$ cat config.mk
export PLATFORM = sky130hd
export DESIGN_NAME = cicr_top
export DESIGN_NICKNAME = d
export VERILOG_FILES = /design/src/rtl/_unused_guard.sv /design/src/rtl/cicr_pkg.sv /design/src/rtl/cicr_top.sv /design/src/rtl/cicr_port_change.sv
export VERILOG_INCLUDE_DIRS = /design/src /design/src/rtl
export SDC_FILE = /design/constraint.sdc
export NUM_CORES = 1
export LEC_CHECK = 0
export CAP_MARGIN = 20
export CORE_ASPECT_RATIO = 2
export CORE_MARGIN = 2
export CORE_UTILIZATION = 58
export CTS_BUF_LIST = sky130_fd_sc_hd__clkbuf_8
export CTS_CLUSTER_DIAMETER = 50
export DETAILED_ROUTE_END_ITERATION = 8
export DONT_BUFFER_PORTS = 1
export GPL_TIMING_DRIVEN = 0
export PLACE_DENSITY_LB_ADDON = 0.08
export SETUP_SLACK_MARGIN = 0.15
export SKIP_LAST_GASP = 1
export SYNTH_ARGS = -nofsm -noshare
export SYNTH_HDL_FRONTEND = slang
export SYNTH_SLANG_ARGS = --single-unit
$ cat constraint.sdc
create_clock -name clk_in -period 1.3 [get_ports clk_in]
set_input_delay 0.065 -clock clk_in [delete_from_list [all_inputs] [get_ports clk_in]]
set_output_delay 0.065 -clock clk_in [all_outputs]
set_load 0.01 [all_outputs]
$ cat src/rtl/cicr_map.svh
/*
  Constants of the core interrupt control block: register offsets, bit
  positions, reset values and the instruction-cycle count.
  Assumes a 100 MHz clk_in and an instruction cycle of four clocks.
*/
// Operation
// - flags set on condition, ignoring all enables
// - no priority: bit 7 gates every interrupt; irq_out is not gated by it
// - priority: bit 7 gates high, blocks all; irq_out is not blocked by it
// - no priority: bit 6 gates peripheral interrupts
// - priority: bit 6 gates low-priority interrupts
// - bit 5 enables timer-zero overflow interrupt
// - bit 4 enables external pin interrupt
// - bit 3 enables port-change interrupt
// - bit 2 timer overflow flag, sticky
// - bit 1 external pin flag, sticky
// - bit 0 upper-nibble port change flag, sticky
// - mismatch re-sets flag until port read; the code ends the mismatch one instruction cycle after the read
// - control register readable and writable, one byte
`ifndef CICR_MAP_SVH
`define CICR_MAP_SVH

// register offsets on the register port
`define CICR_OFF_CTRL 4'h0
`define CICR_OFF_PRIO 4'h1
`define CICR_OFF_STAT 4'h2
`define CICR_OFF_MASK 4'h3
`define CICR_OFF_PORT 4'h4

// control register bit positions
`define CICR_BIT_GLOBAL 7
`define CICR_BIT_PERIPH 6
`define CICR_BIT_TMR_EN 5
`define CICR_BIT_EXT_EN 4
`define CICR_BIT_PORT_EN 3
`define CICR_BIT_TMR_FLAG 2
`define CICR_BIT_EXT_FLAG 1
`define CICR_BIT_PORT_FLAG 0

// priority register: bit 0 scheme enable, bits 3:1 source priorities
`define CICR_BIT_PRIO_EN 0

// reset values
`define CICR_RST_CTRL 8'h00
`define CICR_RST_PRIO 4'h0
`define CICR_RST_MASK 3'h0

// clocks in one instruction cycle (Fosc/4)
`define CICR_INSTR_CLKS 3'h4

`endif

$ cat src/rtl/_unused_guard.sv
/*
  Intentionally empty compilation unit kept out of the build.
  Assumes nothing.
*/

$ cat src/rtl/cicr_pkg.sv
/*
  Types shared by the core interrupt control block.
  Assumes cicr_map.svh supplies the numeric constants.
*/
package cicr_pkg;
  typedef logic [7:0] cicr_byte_t;
  typedef logic [3:0] cicr_addr_t;
  typedef logic [3:0] cicr_nib_t;
  typedef logic [2:0] cicr_src_t;
  // port-change latch sequencer
  typedef enum logic [0:0] {
    CICR_PC_IDLE = 1'b0,
    CICR_PC_WAIT = 1'b1
  } cicr_pc_state_e;
endpackage : cicr_pkg

$ cat src/rtl/cicr_top.sv
/*
  Core interrupt control block: control register with gates, enables and
  flags, priority control, event status and mask, and the CPU requests.
  Assumes a register port master that never issues read and write at
  once, synchronous source inputs and a one-cycle timer overflow pulse.
*/
// The register addresses and the strobed register port were decided locally.
`include "cicr_map.svh"

module cicr_top (
  // clock and reset
  input wire logic clk_in,
  input wire logic reset_in,
  // register port
  input wire cicr_pkg::cicr_addr_t addr_in,
  input wire cicr_pkg::cicr_byte_t wdata_in,
  input wire logic wr_in,
  input wire logic rd_in,
  output cicr_pkg::cicr_byte_t rdata_out,
  // interrupt sources
  input wire logic timer_zero_overflow_in,
  input wire logic ext_pin_in,
  input wire cicr_pkg::cicr_nib_t port_upper_nibble_pins_in,
  input wire logic periph_high_req_in,
  input wire logic periph_low_req_in,
  // requests to the CPU and event interrupt
  output logic irq_high_out,
  output logic irq_low_out,
  output logic irq_out
);
  import cicr_pkg::*;

  ////////////////////////////////////////////////////////////////////////
  // address decode, shared by writes and reads
  function automatic logic addr_hit(input cicr_addr_t a,
                                    input cicr_addr_t off);
    return a == off;
  endfunction : addr_hit

  logic [7:3] ctrl_en_reg;
  cicr_src_t flag_reg;
  cicr_nib_t prio_reg;
  cicr_src_t status_reg;
  cicr_src_t mask_reg;
  logic ext_prev_reg;
  logic mismatch;
  cicr_src_t flag_set;
  cicr_src_t core_pend;
  cicr_byte_t ctrl_q;
  logic wr_ctrl;
  logic rd_stat;
  logic port_read;
  logic global_irq_gate;
  logic periph_irq_gate;
  logic priority_scheme_en;
  logic req_high;
  logic req_low;

  assign wr_ctrl = wr_in && addr_hit(addr_in, `CICR_OFF_CTRL);
  assign rd_stat = rd_in && addr_hit(addr_in, `CICR_OFF_STAT);
  assign port_read = rd_in && addr_hit(addr_in, `CICR_OFF_PORT);
  assign ctrl_q = {ctrl_en_reg, flag_reg};
  assign global_irq_gate = ctrl_en_reg[`CICR_BIT_GLOBAL];
  assign periph_irq_gate = ctrl_en_reg[`CICR_BIT_PERIPH];
  assign priority_scheme_en = prio_reg[`CICR_BIT_PRIO_EN];

  ////////////////////////////////////////////////////////////////////////
  // port-change detector; the read of the port register re-arms it
  cicr_port_change u_port_change (
    .clk_in(clk_in),
    .reset_in(reset_in),
    .pins_in(port_upper_nibble_pins_in),
    .port_read_in(port_read),
    .mismatch_out(mismatch)
  );

  // external pin edge detect, rising edge only
  always_ff @(posedge clk_in) begin
    if (reset_in) begin
      ext_prev_reg <= 1'b0;
    end else begin
      ext_prev_reg <= ext_pin_in;
    end
  end

  // hardware set terms, bit order timer, external pin, port change
  assign flag_set[`CICR_BIT_TMR_FLAG] = timer_zero_overflow_in;
  assign flag_set[`CICR_BIT_EXT_FLAG] = ext_pin_in && !ext_prev_reg;
  assign flag_set[`CICR_BIT_PORT_FLAG] = mismatch;

  ////////////////////////////////////////////////////////////////////////
  // gate and enable bits of the control register
  always_ff @(posedge clk_in) begin
    if (reset_in) begin
      ctrl_en_reg <= 5'(`CICR_RST_CTRL >> 3);
    end else if (wr_ctrl) begin
      ctrl_en_reg <= wdata_in[7:3];
    end
  end

  // flags and event status: the hardware set wins over any clear, so an
  // event landing on the clearing write is never lost
  for (genvar i = 0; i < 3; i++) begin : g_flag
    always_ff @(posedge clk_in) begin
      if (reset_in) begin
        flag_reg[i] <= 1'b0;
      end else if (flag_set[i]) begin
        flag_reg[i] <= 1'b1;
      end else if (wr_ctrl) begin
        flag_reg[i] <= wdata_in[i];
      end
    end

    always_ff @(posedge clk_in) begin
      if (reset_in) begin
        status_reg[i] <= 1'b0;
      end else if (flag_set[i]) begin
        status_reg[i] <= 1'b1;
      end else if (rd_stat) begin
        status_reg[i] <= 1'b0;
      end
    end
  end

  // priority control and event mask
  always_ff @(posedge clk_in) begin
    if (reset_in) begin
      prio_reg <= `CICR_RST_PRIO;
      mask_reg <= `CICR_RST_MASK;
    end else if (wr_in) begin
      if (addr_hit(addr_in, `CICR_OFF_PRIO)) begin
        prio_reg <= wdata_in[3:0];
      end
      if (addr_hit(addr_in, `CICR_OFF_MASK)) begin
        mask_reg <= wdata_in[2:0];
      end
    end
  end

  ////////////////////////////////////////////////////////////////////////
  // read data stand only in the cycle after the strobe; unmapped reads 0
  always_ff @(posedge clk_in) begin
    if (reset_in) begin
      rdata_out <= 8'h00;
    end else if (rd_in) begin
      case (addr_in)
        `CICR_OFF_CTRL: rdata_out <= ctrl_q;
        `CICR_OFF_PRIO: rdata_out <= {4'h0, prio_reg};
        `CICR_OFF_STAT: rdata_out <= {5'h00, status_reg};
        `CICR_OFF_MASK: rdata_out <= {5'h00, mask_reg};
        `CICR_OFF_PORT: rdata_out <= {4'h0, port_upper_nibble_pins_in};
        default: rdata_out <= 8'h00;
      endcase
    end else begin
      rdata_out <= 8'h00;
    end
  end

  ////////////////////////////////////////////////////////////////////////
  // pending core sources: flag and its enable, bits 5:3 pair with 2:0
  assign core_pend = flag_reg & ctrl_en_reg[5:3];

  // gating by scheme; in priority mode the global gate also blocks low
  always_comb begin
    if (priority_scheme_en) begin
      req_high = global_irq_gate &&
                 ((|(core_pend & prio_reg[3:1])) ||
                  periph_high_req_in);
      req_low = global_irq_gate && periph_irq_gate &&
                ((|(core_pend & ~prio_reg[3:1])) ||
                 periph_low_req_in);
    end else begin
      req_high = global_irq_gate &&
                 ((|core_pend) ||
                  (periph_irq_gate &&
                   (periph_high_req_in || periph_low_req_in)));
      req_low = 1'b0;
    end
  end

  // registered requests; one cycle behind the register state
  always_ff @(posedge clk_in) begin
    if (reset_in) begin
      irq_high_out <= 1'b0;
      irq_low_out <= 1'b0;
    end else begin
      irq_high_out <= req_high;
      irq_low_out <= req_low;
    end
  end

  // event interrupt level from status under mask
  always_ff @(posedge clk_in) begin
    if (reset_in) begin
      irq_out <= 1'b0;
    end else begin
      irq_out <= |(status_reg & mask_reg);
    end
  end

  ////////////////////////////////////////////////////////////////////////
  // checks
  property p_tmr_flag;
    @(posedge clk_in) disable iff (reset_in)
    timer_zero_overflow_in |=> flag_reg[`CICR_BIT_TMR_FLAG];
  endproperty
  a_tmr_flag: assert property (p_tmr_flag)
    else $error("timer overflow did not set its flag");

  property p_ext_flag;
    @(posedge clk_in) disable iff (reset_in)
    (ext_pin_in && !ext_prev_reg) |=> flag_reg[`CICR_BIT_EXT_FLAG];
  endproperty
  a_ext_flag: assert property (p_ext_flag)
    else $error("external pin edge did not set its flag");

  property p_port_flag;
    @(posedge clk_in) disable iff (reset_in)
    mismatch |=> flag_reg[`CICR_BIT_PORT_FLAG];
  endproperty
  a_port_flag: assert property (p_port_flag)
    else $error("port mismatch did not hold its flag set");

  property p_flag_hold;
    @(posedge clk_in) disable iff (reset_in)
    (flag_reg[`CICR_BIT_EXT_FLAG] && !wr_ctrl) |=>
      flag_reg[`CICR_BIT_EXT_FLAG];
  endproperty
  a_flag_hold: assert property (p_flag_hold)
    else $error("flag cleared without a software write");

  property p_global_off;
    @(posedge clk_in) disable iff (reset_in)
    !global_irq_gate |=> (!irq_high_out && !irq_low_out);
  endproperty
  a_global_off: assert property (p_global_off)
    else $error("request raised with the global gate closed");

  property p_periph_off;
    @(posedge clk_in) disable iff (reset_in)
    (!priority_scheme_en && !periph_irq_gate && core_pend == 3'h0) |=>
      !irq_high_out;
  endproperty
  a_periph_off: assert property (p_periph_off)
    else $error("peripheral request passed a closed peripheral gate");

  property p_low_off;
    @(posedge clk_in) disable iff (reset_in)
    (!priority_scheme_en || !periph_irq_gate) |=> !irq_low_out;
  endproperty
  a_low_off: assert property (p_low_off)
    else $error("low request raised with low gate closed");

  property p_core_req;
    @(posedge clk_in) disable iff (reset_in)
    (global_irq_gate && !priority_scheme_en && core_pend != 3'h0) |=>
      irq_high_out;
  endproperty
  a_core_req: assert property (p_core_req)
    else $error("enabled flag did not raise the request");

  // write, one quiet cycle, then the read back of the same byte
  property p_ctrl_rw;
    @(posedge clk_in) disable iff (reset_in)
    (wr_ctrl && flag_set == 3'h0) ##1 (!wr_ctrl && flag_set == 3'h0) ##1
      (rd_in && addr_in == `CICR_OFF_CTRL) |=>
      rdata_out == $past(wdata_in, 3);
  endproperty
  a_ctrl_rw: assert property (p_ctrl_rw)
    else $error("control read back differs from written byte");

  property p_tmr_hold;
    @(posedge clk_in) disable iff (reset_in)
    (flag_reg[`CICR_BIT_TMR_FLAG] && !wr_ctrl) |=>
      flag_reg[`CICR_BIT_TMR_FLAG];
  endproperty
  a_tmr_hold: assert property (p_tmr_hold)
    else $error("timer flag cleared without a software write");

  property p_port_hold;
    @(posedge clk_in) disable iff (reset_in)
    (flag_reg[`CICR_BIT_PORT_FLAG] && !wr_ctrl) |=>
      flag_reg[`CICR_BIT_PORT_FLAG];
  endproperty
  a_port_hold: assert property (p_port_hold)
    else $error("port flag cleared without a software write");

  // a control write lands whole unless a hardware set meets it
  property p_ctrl_write;
    @(posedge clk_in) disable iff (reset_in)
    (wr_ctrl && flag_set == 3'h0) |=> ctrl_q == $past(wdata_in);
  endproperty
  a_ctrl_write: assert property (p_ctrl_write)
    else $error("control write did not land");

  property p_en_hold;
    @(posedge clk_in) disable iff (reset_in)
    !wr_ctrl |=> $stable(ctrl_en_reg);
  endproperty
  a_en_hold: assert property (p_en_hold)
    else $error("gate or enable bit moved without a write");

  property p_port_clear;
    @(posedge clk_in) disable iff (reset_in)
    (wr_ctrl && !mismatch && !wdata_in[`CICR_BIT_PORT_FLAG]) |=>
      !flag_reg[`CICR_BIT_PORT_FLAG];
  endproperty
  a_port_clear: assert property (p_port_clear)
    else $error("port flag not cleared after the mismatch ended");

  property p_periph_on;
    @(posedge clk_in) disable iff (reset_in)
    (!priority_scheme_en && global_irq_gate && periph_irq_gate &&
     (periph_high_req_in || periph_low_req_in)) |=> irq_high_out;
  endproperty
  a_periph_on: assert property (p_periph_on)
    else $error("peripheral request blocked by open gates");

  property p_en_off;
    @(posedge clk_in) disable iff (reset_in)
    (!priority_scheme_en && core_pend == 3'h0 &&
     !(periph_irq_gate && (periph_high_req_in || periph_low_req_in))) |=>
      !irq_high_out;
  endproperty
  a_en_off: assert property (p_en_off)
    else $error("request raised with no enabled flag pending");

  property p_high_core;
    @(posedge clk_in) disable iff (reset_in)
    (priority_scheme_en && global_irq_gate &&
     (core_pend & prio_reg[3:1]) != 3'h0) |=> irq_high_out;
  endproperty
  a_high_core: assert property (p_high_core)
    else $error("high-priority source did not raise the request");

  property p_high_periph;
    @(posedge clk_in) disable iff (reset_in)
    (priority_scheme_en && global_irq_gate && periph_high_req_in) |=>
      irq_high_out;
  endproperty
  a_high_periph: assert property (p_high_periph)
    else $error("high peripheral request did not pass the open gate");

  property p_low_req;
    @(posedge clk_in) disable iff (reset_in)
    (priority_scheme_en && global_irq_gate && periph_irq_gate &&
     periph_low_req_in) |=> irq_low_out;
  endproperty
  a_low_req: assert property (p_low_req)
    else $error("low peripheral request did not pass the open gates");

  // read data must not linger, the master takes them blindly
  property p_rdata_idle;
    @(posedge clk_in) disable iff (reset_in)
    !rd_in |=> rdata_out == 8'h00;
  endproperty
  a_rdata_idle: assert property (p_rdata_idle)
    else $error("read data stood without a read strobe");

endmodule : cicr_top

$ cat src/rtl/cicr_port_change.sv
/*
  Upper-nibble port-change detector: keeps the last value read from the
  port and reports a mismatch against the live pins.
  Assumes pins are synchronous to clk_in and port_read_in is one cycle.
*/
`include "cicr_map.svh"

module cicr_port_change (
  // clock and reset
  input wire logic clk_in,
  input wire logic reset_in,
  // pins and port read strobe
  input wire cicr_pkg::cicr_nib_t pins_in,
  input wire logic port_read_in,
  // mismatch level
  output logic mismatch_out
);
  import cicr_pkg::*;

  cicr_pc_state_e state_reg;
  cicr_nib_t snap_reg;
  cicr_nib_t latch_reg;
  logic [2:0] wait_reg;

  ////////////////////////////////////////////////////////////////////////
  // a read only ends the mismatch one instruction cycle later
  always_ff @(posedge clk_in) begin
    if (reset_in) begin
      state_reg <= CICR_PC_IDLE;
      wait_reg <= 3'h0;
      snap_reg <= 4'h0;
      latch_reg <= 4'h0;
    end else begin
      case (state_reg)
        CICR_PC_IDLE: begin
          if (port_read_in) begin
            snap_reg <= pins_in;
            wait_reg <= `CICR_INSTR_CLKS - 3'h1;
            state_reg <= CICR_PC_WAIT;
          end
        end
        CICR_PC_WAIT: begin
          if (wait_reg == 3'h1) begin
            latch_reg <= snap_reg;
            state_reg <= CICR_PC_IDLE;
          end
          wait_reg <= wait_reg - 3'h1;
        end
        default: begin
          state_reg <= CICR_PC_IDLE;
        end
      endcase
    end
  end

  // mismatch level, registered
  always_ff @(posedge clk_in) begin
    if (reset_in) begin
      mismatch_out <= 1'b0;
    end else begin
      mismatch_out <= (pins_in != latch_reg);
    end
  end

  property p_read_ends;
    @(posedge clk_in) disable iff (reset_in)
    (port_read_in && state_reg == CICR_PC_IDLE) |->
      ##4 (latch_reg == $past(pins_in, 4));
  endproperty
  a_read_ends: assert property (p_read_ends)
    else $error("port read did not update latch after four clocks");

endmodule : cicr_port_change

==> impl_results.md <==
* Count leader, synth: dfxtp_1
* Antenna Nets Post-Route at 0
* Worst Skew at 5.48 ps
* Sequential-to-total area share from yosys stat at 0.443
* Clock tree sinks at 43
* RePlAce Congestion at 0.822
* Post-synthesis mux area share at 0.0959
* Placed Cells at 235
* Net Count, Synth at 230
* Clk buf depth at 2
* Setup CP Type: reg2reg
* Total GRT Usage at 0.257
* Post-synth EDFFs at 0
* Buffers added on ports at 0
* Wire per inst at 17.6 um
* CTS H-tree lvls at 2
* Worst Tran Pin Value at 548 ps
* Drt total wl at 4580 um
* Pin count of the biggest net entering global routing at 13
* CP Capture Type: flip-flop
* Startpoint Class: flip-flop
* Worst Setup SP: u_port_change.wait_reg[1]
* Die height at 85.9 um
* Fin worst setup slack at 184 ps
* Initial drt markers at 39
* # diodes at 0
* Asr flop ratio synth at 0
* Status: finished with violations
* Vias at 1614
* Synth Area in Adders at 0.0129
* Grt total ovfl at 0
* Clock transition at path regs at 80 ps
* Share of the synthesized area in the top cell type at 0.443
* Final Hold Slack at -1.69 ps
* Cell variety after synth at 42
* Reg2Reg Depth at 6
* Hold Path Class: in2reg
* Placement Rows at 29
* Pwr per Cell Area at 1080 nW/um^2
* Synthesized area at 1940 sq um
* WHS Path Cells at 2
* Total negative setup slack at 0 ps
* First-pass GRT wire length at 7340 um
* Number of buffers created by CTS at 5
* Yosys warnings at 0
* Drt via density at 6.21
* Initial antenna violation count at 0
* Router iterations before antenna repair at 4
* Synth Register Bits at 43
* Worst rel slew slack at 0.633
* Final setup fails at 0
* DRC Markers at 0
* I/O pin total at 35
* Share of post-route cells with drive strength above 1 at 0.135
* Synth Area in XOR/XNOR at 0.0225
* Die Wd at 44.9 um
* CTS Root Cell: clkbuf_8
* Max FFs per register at 8
* Tmin final at 1120 ps
* Hpwl dp at 3390 um
* Synth-to-Final Area Change at 16.8%
* Reg2Reg Launch Point: u_port_change.wait_reg[1]
* Post-synth top flop: dfxtp_1
* Worst hold start: port_upper_nibble_pins_in[3]
* Final Hold Violating Endpoints at 1
* Post-route insts no fill at 260
* Tot Pwr at 2.44 mW
* RSZ-0062 raised after global routing: yes
* Worst skew pair latency at 290 ps
* Most frequent cells after synthesis: dfxtp_1, a21oi_1, nand2b_1, o21ai_0, mux2i_1
* Starting Density at 0.609
* Worst Path Required at 1460 ps
* Core box area at 3190 sq um
* Compound-gate portion of the synthesized area at 0.156
* Tcrit/Tclk final at 0.859
* Synth top area cells: dfxtp_1, mux2i_1, nand2b_1
* Pre-CTS setup slack at -43.5 ps
* Slew Limit Fails at 0
* Yosys top cell by area: dfxtp_1
* Final Net Count at 255
* Die ar. at 3860 sq um
* Peak Freq at 0.896 GHz
* Simple-Gate Fraction of Synth Area at 0.223
* Violations in the final reports: negative hold slack
* Mapped Cells at 204
* Filler cells at 268
* Pleak at 0.846 nW
* Post-Syn Area per Cell at 9.53 sq um
* Max-cap violations at 0
* CTS tree: built
* Main combinational cell family by area after synthesis: simple AND/OR/NAND/NOR gates
* Crit path arrival time at 1280 ps
* Worst Path Max Fanout at 5
* VDD IR-drop max at 0.944 mV
* Vias in the first global route at 1662
cell type report:
class	count	area, sq um	area share
clock inverter	1	5.00	0.00221
timing repair buffer	18	179	0.0788
tap	31	38.8	0.0171
clock buffer	6	82.6	0.0364
inverter	7	26.3	0.0116
multi-input combinational	143	1010	0.444
sequential	43	863	0.380
buffer	11	67.6	0.0298
cells by family after synthesis:
logic type | Yosys count
and+or+nand+nor | 67
AOI/OAI and AO/OA | 51
DFF | 43
buffers and inverters | 18
muxes | 18
xor gates and xnor gates | 5
adders and majority gates | 2
per-stage QoR:
step | cell area, sq um | util
CTS | 2240 | 0.703
floorplan | 1940 | -
global placement | 1980 | 0.621
finish | 2270 | 0.711
global route | 2270 | 0.711
detailed placement | 1980 | 0.621
layer usage:
layer	routed length, um	vias up	track usage
li1	-	778	-
met1	1540	755	0.252
met2	2630	63	0.465
met3	199	18	0.0526
met4	206	0	0.142
met5	0	-	0
cells in the final DEF, fill, tap and decap left out, types with 2 or more instances in the layout:
master,netlist,final
a21oi_1,17,17
a31oi_1,5,5
a41oi_1,2,2
and2_1,4,4
buf_2,3,3
buf_4,1,2
buf_6,2,3
clkbuf_1,4,3
clkbuf_8,0,6
dfxtp_1,43,41
dfxtp_2,0,2
dlygate4sd3_1,0,16
inv_1,7,6
mux2_2,5,5
mux2i_1,13,13
nand2_1,6,6
nand2b_1,15,14
nand3_1,11,11
nand4b_1,4,4
nor2_1,11,11
nor2b_1,2,2
nor3_1,3,3
nor3b_4,2,2
o21ai_0,15,11
o21ai_1,0,4
o21bai_1,3,3
o22ai_1,2,2
or3_1,2,2
xnor2_1,4,4
critical path, cell delays in order, from the launching register on:
cell      delay (ps)
dfxtp_2          320
inv_2             50
ha_4             150
nand3b_1          90
buf_6            140
mux2i_1          190
nor2_1            50
power breakdown:
group / internal [mW] / total, mW / switching [mW]
logic: 0.115 / 0.236 / 0.121
registers: 1.35 / 1.37 / 0.0219
clock network: 0.417 / 0.837 / 0.420
path summary, 6_finish.rpt:
kind                                              endpoint  slack (ps)
worst min register to register               status_reg[0]         460
worst min-delay path                          rdata_out[3]          -2
worst max register to register  u_port_change.latch_reg[1]         180
worst max-delay path            u_port_change.latch_reg[1]         180
timing repair:
| action | in CTS | in global routing |
|---|---|---|
| pin swaps | 1 | 0 |
| setup buffers | 1 | 1 |
| setup endpoints to repair | 10 | 9 |
| hold buffers | 16 | 0 |
| cloned | 0 | 0 |
| resized for setup | 3 | 11 |
| endpoints found under the hold margin | 20 | 0 |
No activity file was read; power rests on OpenSTA's default activity.
